File: config.mk
export PLATFORM = sky130hd
export DESIGN_NAME = comparator_control
export DESIGN_NICKNAME = d
export VERILOG_FILES = /design/src/rtl/comparator_control_pkg.sv /design/src/rtl/comparator_control.sv
export SDC_FILE = /design/constraint.sdc
export NUM_CORES = 1
export LEC_CHECK = 0
export BUFFER_PORTS_ARGS = -buffer_cell sky130_fd_sc_hd__clkbuf_2
export CORE_MARGIN = 5
export CORE_UTILIZATION = 30
export CTS_CLUSTER_DIAMETER = 150
export DETAILED_ROUTE_END_ITERATION = 8
export GPL_TIMING_DRIVEN = 0
export PLACE_DENSITY_LB_ADDON = 0.08
export SLEW_MARGIN = 10
export SYNTH_ARGS = -nofsm -noshare
export SYNTH_HDL_FRONTEND = slang
export SYNTH_SLANG_ARGS = --single-unit
File: constraint.sdc
create_clock -name ref_clk -period 1.2 [get_ports ref_clk]
set_input_delay 0.36 -clock ref_clk [delete_from_list [all_inputs] [get_ports ref_clk]]
set_output_delay 0.36 -clock ref_clk [all_outputs]
set_load 0.05 [all_outputs]
File: src/rtl/comparator_control_pkg.sv
// constants, field layout and carrier types for the comparator control logic
// assumes an 8-bit register port with two registers at word indices 0 and 1
package comparator_control_pkg;

  // register map
  localparam logic [3:0] CONTROL_ADDR   = 4'h0;
  localparam logic [3:0] REFSEL_ADDR    = 4'h1;
  localparam int         ADDR_W         = 4;
  localparam int         DATA_W         = 8;

  // control register fields
  localparam int CTRL_ENABLE_BIT  = 7;
  localparam int CTRL_RESULT_BIT  = 6;
  localparam int CTRL_SAMPLE_BIT  = 5;
  localparam int CTRL_INVERT_BIT  = 4;
  localparam int CTRL_MINUS_HI    = 3;
  localparam int CTRL_MINUS_LO    = 1;
  localparam int CTRL_PLUS_BIT    = 0;

  // reference select register fields
  localparam int REF_ROUTE_BIT    = 7;
  localparam int REF_RANGE_HI     = 5;
  localparam int REF_RANGE_LO     = 4;
  localparam int REF_TAP_HI       = 3;
  localparam int REF_TAP_LO       = 0;
  localparam logic [7:0] REF_WRITE_MASK = 8'hbf;

  // reset values
  localparam logic [7:0] CONTROL_RESET = 8'h00;
  localparam logic [7:0] REFSEL_RESET  = 8'h00;

  // minus input codes
  localparam logic [2:0] MINUS_PIN_A   = 3'h0;
  localparam logic [2:0] MINUS_PIN_B   = 3'h1;
  localparam logic [2:0] MINUS_BANDGAP = 3'h2;
  localparam logic [2:0] MINUS_LADDER  = 3'h3;
  localparam logic [2:0] MINUS_PIN_C   = 3'h4;
  localparam logic [2:0] MINUS_PIN_D   = 3'h5;

  // one-hot minus select positions
  localparam int MSEL_PIN_A = 0;
  localparam int MSEL_PIN_B = 1;
  localparam int MSEL_BANDGAP = 2;
  localparam int MSEL_LADDER = 3;
  localparam int MSEL_PIN_C = 4;
  localparam int MSEL_PIN_D = 5;

  // ladder range codes, offsets added to the tap and full-scale denominators
  localparam logic [1:0] RANGE_QUARTER = 2'h0;
  localparam logic [1:0] RANGE_LOW24   = 2'h1;
  localparam logic [1:0] RANGE_FIFTH   = 2'h2;
  localparam logic [1:0] RANGE_LOW32   = 2'h3;
  localparam logic [4:0] TAP_OFFSET_HIGH = 5'h09;
  localparam logic [4:0] TAP_OFFSET_LOW  = 5'h01;
  localparam logic [5:0] DENOM_32 = 6'h20;
  localparam logic [5:0] DENOM_24 = 6'h18;
  localparam logic [5:0] DENOM_40 = 6'h28;

  typedef struct packed {
    logic       comp_enable;
    logic [5:0] minus_select;
    logic       plus_from_pin_b;
    logic [1:0] ladder_range;
    logic [3:0] ladder_tap;
  } analog_sel_t;

  typedef struct packed {
    logic [4:0] numerator;
    logic [5:0] denominator;
  } ladder_fraction_t;

endpackage : comparator_control_pkg

File: src/rtl/comparator_control.sv
// digital control around the analog comparator: registers, input steering,
// polarity, timer-clock sampling, pin route, readback and event pulse
// assumes the raw comparator level and the timer clock level are synchronous
// to ref_clk; the analog core decodes the registered select outputs
`timescale 1ns/1ps
module comparator_control #(
  parameter int DATA_W = 8
) (
  // clock and reset
  input  wire logic                                   ref_clk,
  input  wire logic                                   reset_n,
  // register port
  input  wire logic [comparator_control_pkg::ADDR_W-1:0] reg_addr,
  input  wire logic [DATA_W-1:0]                      reg_wdata,
  input  wire logic                                   reg_write,
  input  wire logic                                   reg_read,
  output logic      [DATA_W-1:0]                      reg_rdata,
  // analog core
  input  wire logic                                   comp_raw,
  input  wire logic                                   timer_two_prescaled_clock,
  output comparator_control_pkg::analog_sel_t         analog_sel,
  output comparator_control_pkg::ladder_fraction_t    ladder_fraction,
  // pin and event
  output logic                                        comparator_output_pin_out,
  output logic                                        comparator_output_pin_oe,
  output logic                                        comp_event
);

  if (DATA_W != comparator_control_pkg::DATA_W) begin : g_width_check
    $error("comparator_control supports only 8-bit registers");
  end

  logic [7:0] control;
  logic [7:0] refsel;
  logic       timer_prev;
  logic       timer_edge;
  logic       polarity_result;
  logic       sampled_result;
  logic       effective;
  logic       effective_prev;
  logic [5:0] next_minus_select;
  comparator_control_pkg::ladder_fraction_t next_fraction;

  // register writes; the result bit is not storable
  always_ff @(posedge ref_clk or negedge reset_n) begin
    if (!reset_n) begin
      control <= comparator_control_pkg::CONTROL_RESET;
      refsel  <= comparator_control_pkg::REFSEL_RESET;
    end else if (reg_write) begin
      if (reg_addr == comparator_control_pkg::CONTROL_ADDR) begin
        control <= reg_wdata & ~(8'h01 << comparator_control_pkg::CTRL_RESULT_BIT);
      end
      if (reg_addr == comparator_control_pkg::REFSEL_ADDR) begin
        refsel <= reg_wdata & comparator_control_pkg::REF_WRITE_MASK;
      end
    end
  end

  // read data one cycle after the strobe; unmapped reads return zero
  always_ff @(posedge ref_clk or negedge reset_n) begin
    if (!reset_n) begin
      reg_rdata <= 8'h00;
    end else if (reg_read) begin
      case (reg_addr)
        comparator_control_pkg::CONTROL_ADDR: begin
          reg_rdata <= control | ({7'h00, effective} << comparator_control_pkg::CTRL_RESULT_BIT);
        end
        comparator_control_pkg::REFSEL_ADDR: begin
          reg_rdata <= refsel;
        end
        default: begin
          reg_rdata <= 8'h00;
        end
      endcase
    end else begin
      reg_rdata <= 8'h00;
    end
  end

  // minus input decode
  always_comb begin
    next_minus_select = 6'h00;
    case (control[comparator_control_pkg::CTRL_MINUS_HI:comparator_control_pkg::CTRL_MINUS_LO])
      comparator_control_pkg::MINUS_PIN_A:   next_minus_select[comparator_control_pkg::MSEL_PIN_A] = 1'b1;
      comparator_control_pkg::MINUS_PIN_B:   next_minus_select[comparator_control_pkg::MSEL_PIN_B] = 1'b1;
      comparator_control_pkg::MINUS_BANDGAP: next_minus_select[comparator_control_pkg::MSEL_BANDGAP] = 1'b1;
      comparator_control_pkg::MINUS_PIN_C:   next_minus_select[comparator_control_pkg::MSEL_PIN_C] = 1'b1;
      comparator_control_pkg::MINUS_PIN_D:   next_minus_select[comparator_control_pkg::MSEL_PIN_D] = 1'b1;
      default:                               next_minus_select[comparator_control_pkg::MSEL_LADDER] = 1'b1;
    endcase
  end

  // ladder level as a fraction of supply
  always_comb begin
    next_fraction.numerator   = {1'b0, refsel[comparator_control_pkg::REF_TAP_HI:0]};
    next_fraction.denominator = comparator_control_pkg::DENOM_32;
    case (refsel[comparator_control_pkg::REF_RANGE_HI:comparator_control_pkg::REF_RANGE_LO])
      comparator_control_pkg::RANGE_QUARTER: begin
        next_fraction.numerator   = next_fraction.numerator + comparator_control_pkg::TAP_OFFSET_HIGH;
        next_fraction.denominator = comparator_control_pkg::DENOM_32;
      end
      comparator_control_pkg::RANGE_LOW24: begin
        next_fraction.numerator   = next_fraction.numerator + comparator_control_pkg::TAP_OFFSET_LOW;
        next_fraction.denominator = comparator_control_pkg::DENOM_24;
      end
      comparator_control_pkg::RANGE_FIFTH: begin
        next_fraction.numerator   = next_fraction.numerator + comparator_control_pkg::TAP_OFFSET_HIGH;
        next_fraction.denominator = comparator_control_pkg::DENOM_40;
      end
      default: begin
        next_fraction.numerator   = next_fraction.numerator + comparator_control_pkg::TAP_OFFSET_LOW;
        next_fraction.denominator = comparator_control_pkg::DENOM_32;
      end
    endcase
  end

  // analog steering outputs, registered
  always_ff @(posedge ref_clk or negedge reset_n) begin
    if (!reset_n) begin
      analog_sel      <= '0;
      ladder_fraction <= '0;
    end else begin
      analog_sel.comp_enable     <= control[comparator_control_pkg::CTRL_ENABLE_BIT];
      analog_sel.minus_select    <= next_minus_select;
      analog_sel.plus_from_pin_b <= control[comparator_control_pkg::CTRL_PLUS_BIT];
      analog_sel.ladder_range    <= refsel[comparator_control_pkg::REF_RANGE_HI:comparator_control_pkg::REF_RANGE_LO];
      analog_sel.ladder_tap      <= refsel[comparator_control_pkg::REF_TAP_HI:comparator_control_pkg::REF_TAP_LO];
      ladder_fraction            <= next_fraction;
    end
  end

  // polarity applied first so every consumer sees the same sense
  assign polarity_result = control[comparator_control_pkg::CTRL_ENABLE_BIT]
                           & (comp_raw ^ control[comparator_control_pkg::CTRL_INVERT_BIT]);
  assign timer_edge = timer_two_prescaled_clock & ~timer_prev;

  always_ff @(posedge ref_clk or negedge reset_n) begin
    if (!reset_n) begin
      timer_prev <= 1'b0;
    end else begin
      timer_prev <= timer_two_prescaled_clock;
    end
  end

  // sampled copy, held between timer clock edges
  always_ff @(posedge ref_clk or negedge reset_n) begin
    if (!reset_n) begin
      sampled_result <= 1'b0;
    end else if (timer_edge) begin
      sampled_result <= polarity_result;
    end
  end

  assign effective = control[comparator_control_pkg::CTRL_SAMPLE_BIT] ? sampled_result
                                                                       : polarity_result;

  // pin route overrides the pin direction
  always_ff @(posedge ref_clk or negedge reset_n) begin
    if (!reset_n) begin
      comparator_output_pin_out <= 1'b0;
      comparator_output_pin_oe  <= 1'b0;
    end else begin
      comparator_output_pin_oe  <= refsel[comparator_control_pkg::REF_ROUTE_BIT];
      comparator_output_pin_out <= refsel[comparator_control_pkg::REF_ROUTE_BIT] & effective;
    end
  end

  // one-cycle event on a rising result
  always_ff @(posedge ref_clk or negedge reset_n) begin
    if (!reset_n) begin
      effective_prev <= 1'b0;
      comp_event     <= 1'b0;
    end else begin
      effective_prev <= effective;
      comp_event     <= effective & ~effective_prev;
    end
  end

  function automatic logic comparator_control_output_check(input logic oe, input logic out,
                                                           input logic level);
    return oe && (out == level);
  endfunction : comparator_control_output_check
endmodule : comparator_control

After elaboration in Yosys (flattened, before gate mapping). Cells that the tools add are included.

Eq/ne operators: 7. Reductions and logical operators: 6. Bitwise logic cells: 8. Add/sub/neg operators: 2. Muxes and demuxes: 10.

Operator list (number): case mux 11 bit (3 select lines) (1); case mux 8 bit (2 select lines) (1); two-way mux 8 bit (1); bitwise OR 8 x 7 -> 8 bit (1); two-way mux 1 bit (7); equality test 3 bit, second input constant (2); adder 4 x 1 -> 5 bit, second input constant (1); adder 4 x 4 -> 5 bit, second input constant (1); OR reduction 5 bit (1); AND 1 bit (4); equality test 4 x 1 -> 1 bit, second input constant (1); logical NOT 4 bit (1); AND reduction 2 bit (2); equality test 3 x 1 -> 1 bit, second input constant (1); equality test 3 x 2 -> 1 bit, second input constant (1); logical NOT 3 bit (1); equality test 2 x 1 -> 1 bit, second input constant (1); equality test 2 bit, second input constant (1); logical NOT 2 bit (1); inverter 1 bit (2); bitwise XOR 1 bit (1).

Flip-flop bits (word level): 53. Input bits: 18. Output and inout port bits: 36.

Logic depth before layout (Yosys ltp). Gate-level depths: netlist of the first run.

Depth after elaboration: 6. Depth in mapped cells: 5. Depth with buffers taken out: 5.

Worst setup path before layout of the first run. OpenSTA, ideal clock, no wires.

Kind: register to register. Start point: register refsel[4]. End point: register ladder_fraction[9] (netlist name). Buffers on the path: 0. Arrival: 1.065 ns. Period minus slack after synthesis: 1.144 ns. Setup slack: 0.056 ns. Data required time: 1.121 ns. Stages on the path, launching flop included: 6. Setup time: 0.079 ns. Cells stage by stage: dfrtp_1 -> inv_1 -> ha_1 -> nor2_1 -> or2_2 -> mux2i_1.

RTL lines: start, declared (RTL line comparator_control.sv:34) `logic [7:0] refsel;`; start signal, assigned (RTL line comparator_control.sv:48) `refsel <= comparator_control_pkg::REFSEL_RESET;`; start signal, assigned (RTL line comparator_control.sv:54) `refsel <= reg_wdata & comparator_control_pkg::REF_WRITE_MASK;`; end signal, assigned (RTL line comparator_control.sv:128) `ladder_fraction <= next_fraction;`; end, declared (RTL line comparator_control.sv:22) `output comparator_control_pkg::ladder_fraction_t ladder_fraction,`.

Worst setup path in the final report of the first run.
Start point: register reg_rdata[7]. End point: output reg_rdata[7].

RTL lines: start, declared (RTL line comparator_control.sv:17) `output logic [DATA_W-1:0] reg_rdata,`; start signal, assigned (RTL line comparator_control.sv:66) `reg_rdata <= control | ({7'h00, effective} << comparator_control_pkg::CTRL_RESULT_BIT);`; start signal, assigned (RTL line comparator_control.sv:69) `reg_rdata <= refsel;`.

No word-level cell between the ends.

==> impl_metrics.csv, run 1 <==
group,metric,value,unit
final_layout,final_area,0.00268,mm2
final_layout,drive_gt1_share,50.5,%
clocking,cts_made_buffers,5,
synthesis,synth_flop_cell,"dfrtp_1",
sta,finalMaxSlewViolations,0,
sta,fin_hold_ws,125,ps
critical_path,cp_slowest_cell,"dfrtp_1",
synthesis,synth-edff-count,0,
synthesis,syn_inst,120,
floorplan,die_h,88.4,um
placed_design,port_buffers,49,
sta,skew,4.27,ps
critical_path,critPathMaxFanout,1,
critical_path,criticalPathCategory,"flop to output pin",
clocking,cts_root_buf,"clkbuf_8",
synthesis,avgSynthCellArea,15.4,um2
synthesis,ys_warn_count,0,
outcome,violations,"setup timing",
synthesis,netlist_area,0.00184,mm2
global_route,top_usage_layer,"met2",
detailed_routing,vias,1100,
global_route,antenna_found_initial,0,
sta,fin_setup_tns,-46.0,ps
global_route,grt_max_degree,51,
floorplan,ios,54,
global_route,gr-total-overflow,0,
global_route,globalRouteMet1Util,12.0,%
sta,post-route-min-period,1210,ps
critical_path,end_kind,"output pin",
clocking,htree_levels,2,
placed_design,hpwl,2.53,mm
sta,setup_violations,8,
power,p_per_area,2070,mW/mm2
final_layout,syn2layout_area_growth,45.5,%
power,peakVddDrop,1120,uV
detailed_routing,drt_iter0_drc,26,
synthesis,ys_seq_area_share,67.8,%
clocking,clk_latency,290,ps
clocking,clkTransAtPathRegs,90,ps
global_route,grt_pass1_wl,5.78,mm
floorplan,die_x,88.4,um
sta,max_freq,824,MHz
critical_path,r2r_setup_slack,60,ps
floorplan,die-area,0.00782,mm2
flow_run,cap_violations,0,
detailed_routing,drc,0,
detailed_routing,final_antenna_net_count,0,
floorplan,rows,28,
power,p_total,5560,uW
final_layout,num-nets-final,207,
floorplan,coreArea,0.00596,mm2
critical_path,start_kind,"flop",
synthesis,synth_cell_types,31,
sta,fin_ws,-13.9,ps
outcome,status,"complete, but fails checks",
sta,slew_headroom,55.6,%
clocking,cts_buffer_depth,2,
global_route,use_met2,16.4,%
floorplan,initial_utilization,31.0,%
detailed_routing,wirelength,3.50,mm
critical_path,crit_path_max_incr_delay,400,ps
detailed_routing,routed_via_density,4.25,
sta,fin_crit_sh,101,%
critical_path,critical_path_buf_inv_count,1,
placed_design,placed_cell_area,0.00219,mm2
final_layout,antenna_cells,0,
sta,tightest_slew,666,ps
power,p_leak,0.00131,uW
min_path,hold_path_class,"primary input to asynchronous set/reset pin",
critical_path,cp_top_family,"flip-flops",
clocking,hold_buffers,0,
clocking,cts_tree,"yes",
global_route,use_met3,2.79,%
detailed_routing,routedWlPerCell,13.5,um
critical_path,required,840,ps
global_route,grt_pass1_vias,1147,
detailed_routing,dr.pass1.iters,4,
sta,hold_viol,0,
critical_path,crit_arrival,850,ps
synthesis,ys_ff_latch,50,
synthesis,ys_async_sr_fraction,100,%
global_route,grtUsageTotal,9.79,%
clocking,clock-sinks,50,
critical_path,cp_cell_sequence,"buf_8",
sta,rsz0062_at_grt,"yes",
placed_design,globalplace.congestion,0.680,
final cells by class:
| class | count | area [um2] |
|---|---|---|
| flip-flops and latches | 50 | 1250 |
| fillers | 564 | 3270 |
| repair buffers | 54 | 616 |
| inverters | 4 | 15.0 |
| clock inverters | 1 | 8.76 |
| well taps | 75 | 93.8 |
| clock buffers | 7 | 96.3 |
| multi-input cells | 63 | 561 |
| plain buffers | 5 | 38.8 |
layer usage:
metal / vias to the layer above / part of all wire, %
met2: 32 / 52
met4: 0 / 1.5
met5: - / 0
met3: 5 / 7.0
li1: 530 / -
met1: 533 / 39
synthesized netlist by cell type, drive strengths merged (2+ instances only):
master	number	area (um2)
nor2	5	28.8
a22o	7	61.3
a21oi	2	10.0
mux2	14	158
nor2b	3	18.8
dfrtp	50	1250
nand3	3	20.0
buf	5	38.8
nor3b	3	22.5
nand2	2	7.51
ha	6	75.1
inv	4	15.0
xor2	3	26.3
power by group:
part	internal, uW	total [uW]	leakage [uW]	switching, uW
clock network	529	1060	0.0000544	530
logic	928	2130	0.000625	1200
registers	2050	2370	0.000631	323
stage by stage:
step / setup slack (ps) / std cells / utilization (%)
detailed placement: -245 / 246 / 36.8
global route: -54.4 / 259 / 45.0
floorplan: 55.6 / 122 / -
finish: -13.9 / 259 / 45.0
global placement: -205 / 246 / 36.8
CTS: -48.7 / 258 / 44.0
flip-flops by register name, indices dropped and copies added, names as in the netlist:
signal / flops
comparator_output_pin_oe: 1
control: 7
comp_event: 1
sampled_result: 1
comparator_output_pin_out: 1
reg_rdata: 8
analog_sel: 14
timer_prev: 1
refsel: 7
effective_prev: 1
ladder_fraction: 8
layout by cell type (no fill, tap or decap), drive strengths merged, types with 3 or more instances in the layout:
master,synthesis,routed
clkbuf,0,23
nor2,5,5
inv,4,4
mux2,14,14
dfrtp,50,50
ha,6,6
nand3,3,3
xor2,3,3
nor2b,3,3
conb,1,3
a22o,7,7
buf,5,43
nor3b,3,3
worst register-to-register path: stages, from the launching register on:
cell and delay, ps:
dfrtp_2 450, inv_2 80, ha_1 130, nor2_1 50, or2_4 230, mux2i_1 130
worst paths after layout:
| kind | from | to | cells after the start |
|---|---|---|---|
| max in group asynchronous | reset_n | refsel[5] | 1 |
| min in group ref_clk | timer_two_prescaled_clock | timer_prev | 1 |
| min | reset_n | reg_rdata[1] | 1 |
| max | reg_rdata[7] | reg_rdata[7] | 1 |
| max reg2reg | refsel[5] | ladder_fraction[9] | 5 |
| min reg2reg | effective_prev | comp_event | 1 |
logic make-up after synthesis:
| group | Yosys count | synth area share (%) |
|---|---|---|
| DFF | 50 | 67.8 |
| and+or+nand+nor | 23 | 9.16 |
| muxes | 15 | 9.09 |
| AOI/OAI and AO/OA | 13 | 5.29 |
| buffers and inverters | 9 | 2.92 |
| adders and majority gates | 6 | 4.07 |
| xor gates and xnor gates | 3 | 1.42 |
| other | 1 | 0.203 |
repair_timing:
item,in CTS,in global routing
gates resized for setup,71,36
buffers inserted,4,1
endpoints found under the setup margin,35,36
hold endpoints to repair,0,0
gates cloned,0,0
Note: power is estimated with default switching activity, not from simulation.
==> run 2, diff against run 1 <==
--- a/config.mk
+++ b/config.mk
@@ -6,6 +6,7 @@
 export NUM_CORES = 1
 export LEC_CHECK = 0
 export BUFFER_PORTS_ARGS = -buffer_cell sky130_fd_sc_hd__clkbuf_2
+export CORE_ASPECT_RATIO = 0.9
 export CORE_MARGIN = 5
 export CORE_UTILIZATION = 30
 export CTS_CLUSTER_DIAMETER = 150
==> run 2 against run 1 <==
Net effect:
- the run still ends with setup timing left
- die area about the same
- clock power increased by 12%
- total power increased by 3.2%
- clock skew increased by 4.0 ps
- global-route usage decreased by 0.055 points
- worst hold slack got worse by 14 ps
- flip-flop and latch count unchanged
- critical path type unchanged
==> impl_metrics.csv, run 2 (same netlist as run 1, synthesis figures left out) <==
group,metric,value,unit
power,p_per_area,2110,mW/mm2
global_route,grtUsageTotal,9.73,%
sta,rsz0062_at_grt,"yes",
clocking,cts_buffer_depth,2,
sta,fin_setup_tns,-140,ps
floorplan,ios,54,
clocking,clock-sinks,50,
final_layout,num-nets-final,207,
clocking,clkTransAtPathRegs,90,ps
flow_run,cap_violations,0,
outcome,status,"complete, but fails checks",
critical_path,crit_path_max_incr_delay,410,ps
critical_path,crit_start,"analog_sel[6]",
clocking,hold_buffers,0,
final_layout,multi_input_area,588,um2
final_layout,reg_top3,"analog_sel (14), ladder_fraction (8), reg_rdata (8)",
final_layout,fillCellCount,554,
placed_design,hpwl,2.53,mm
placed_design,dp_cells,243,
outcome,violations,"setup timing",
critical_path,r2r-end,"ladder_fraction[10]",
global_route,grt_pass1_vias,1282,
floorplan,coreArea,0.00605,mm2
critical_path,end_kind,"output pin",
critical_path,critPathMaxFanout,1,
clocking,htree_levels,2,
sta,fin_hold_ws,111,ps
critical_path,criticalPathCategory,"flop to output pin",
sta,hold_viol,0,
detailed_routing,final_antenna_net_count,0,
critical_path,reg2reg_depth,3,
floorplan,die_h,84.4,um
sta,skew,8.27,ps
critical_path,start_kind,"flop",
critical_path,required,840,ps
floorplan,die_x,92.6,um
floorplan,die-area,0.00782,mm2
sta,post-route-min-period,1220,ps
detailed_routing,dr.pass1.iters,4,
global_route,use_met3,3.14,%
final_layout,instances_no_fill,255,
global_route,globalRouteMet1Util,11.6,%
final_layout,final_common_cell,"dfrtp_1",
detailed_routing,routed_via_density,4.44,
min_path,hold_path_class,"primary input to asynchronous set/reset pin",
sta,fin_crit_sh,102,%
clocking,cts_made_buffers,5,
critical_path,cp_top_family,"flip-flops",
global_route,grt_pass1_wl,5.95,mm
critical_path,r2r_setup_slack,50,ps
sta,tightest_slew,661,ps
sta,max_freq,816,MHz
critical_path,crit_arrival,860,ps
detailed_routing,vias,1133,
critical_path,cp_cell_sequence,"buf_8",
detailed_routing,drc,0,
power,peakVddDrop,582,uV
sta,finalMaxSlewViolations,0,
final_layout,antenna_cells,0,
clocking,cts_tree,"yes",
final_layout,layout_common_cells,"48 x dfrtp_1, 33 x buf_8, 15 x clkbuf_2, 14 x mux2_2, 8 x buf_4",
final_layout,syn2layout_area_growth,47.3,%
sta,fin_ws,-24.7,ps
final_layout,largest_reg_flops,14,
global_route,antenna_found_initial,0,
global_route,use_met2,16.5,%
placed_design,port_buffers,49,
clocking,clk_latency,300,ps
global_route,top_usage_layer,"met2",
critical_path,critical_path_buf_inv_count,1,
final_layout,drive_gt1_share,51.4,%
placed_design,globalplace.congestion,0.659,
detailed_routing,routedWlPerCell,13.9,um
global_route,gr-total-overflow,0,
sta,setup_violations,18,
detailed_routing,drt_iter0_drc,36,
detailed_routing,wirelength,3.55,mm
global_route,grt_max_degree,51,
final_layout,regArea,0.00125,mm2
critical_path,cp_slowest_cell,"dfrtp_1",
floorplan,initial_utilization,30.5,%
sta,slew_headroom,55.9,%
critical_path,worstReg2RegStart,"refsel[4]",
power,p_leak,0.00132,uW
clocking,cts_root_buf,"clkbuf_8",
final_layout,top_register,"analog_sel",
floorplan,rows,27,
-- run 2: repair_timing --
action,CTS,global route
resized for setup,77,36
endpoints found under the setup margin,35,35
cloned,0,0
buffers inserted,4,1
-- run 2: power by group --
| group | switching (uW) | total (uW) | internal [uW] |
|---|---|---|---|
| combinational | 1220 | 2180 | 953 |
| clock | 524 | 1190 | 667 |
| sequential | 317 | 2370 | 2050 |
-- run 2: cell type report --
| type | count | area share (%) |
|---|---|---|
| Multi-Input combinational cell | 63 | 21.6 |
| Clock inverter | 1 | 1.11 |
| Inverter | 4 | 0.645 |
| Timing Repair Buffer | 54 | 22.7 |
| Clock buffer | 6 | 3.04 |
| Tap cell | 72 | 3.32 |
| Buffer | 5 | 1.43 |
| Sequential cell | 50 | 46.2 |
-- run 2: metrics by stage --
step	instance area, um2	worst slack [ps]	total power (uW)	utilization [%]
global placement	2190	-224	3870	36.2
finish	2720	-24.7	5730	44.9
floorplan	1850	55.6	3460	-
global route	2720	-62.5	6010	44.9
detailed placement	2190	-276	3900	36.2
CTS	2650	-52.0	5590	43.9
-- run 2: worst max path at each step --
stage	end	slack (ps)	depth (start not counted)
after floorplan	ladder_fraction[9]	60	5
after global placement	timer_prev	-220	1
after detailed placement	comparator_output_pin_out	-280	1
after CTS	analog_sel[6]	-50	1
after global routing	analog_sel[6]	-60	1
final	analog_sel[6]	-20	1
-- run 2: routing by layer --
layer	vias up	wire, um
li1	530	-
met1	559	1530
met2	37	1760
met3	7	204
met4	0	57
met5	-	0
-- run 2: worst reg2reg max path, delay by kind of cell (launching register included) --
family / cells / cell delay [ps]
AO/OA/AOI/OAI: 1 / 120
adder cells (fa/ha/maj): 1 / 230
AND/OR/NAND/NOR: 1 / 240
flip-flops: 1 / 450
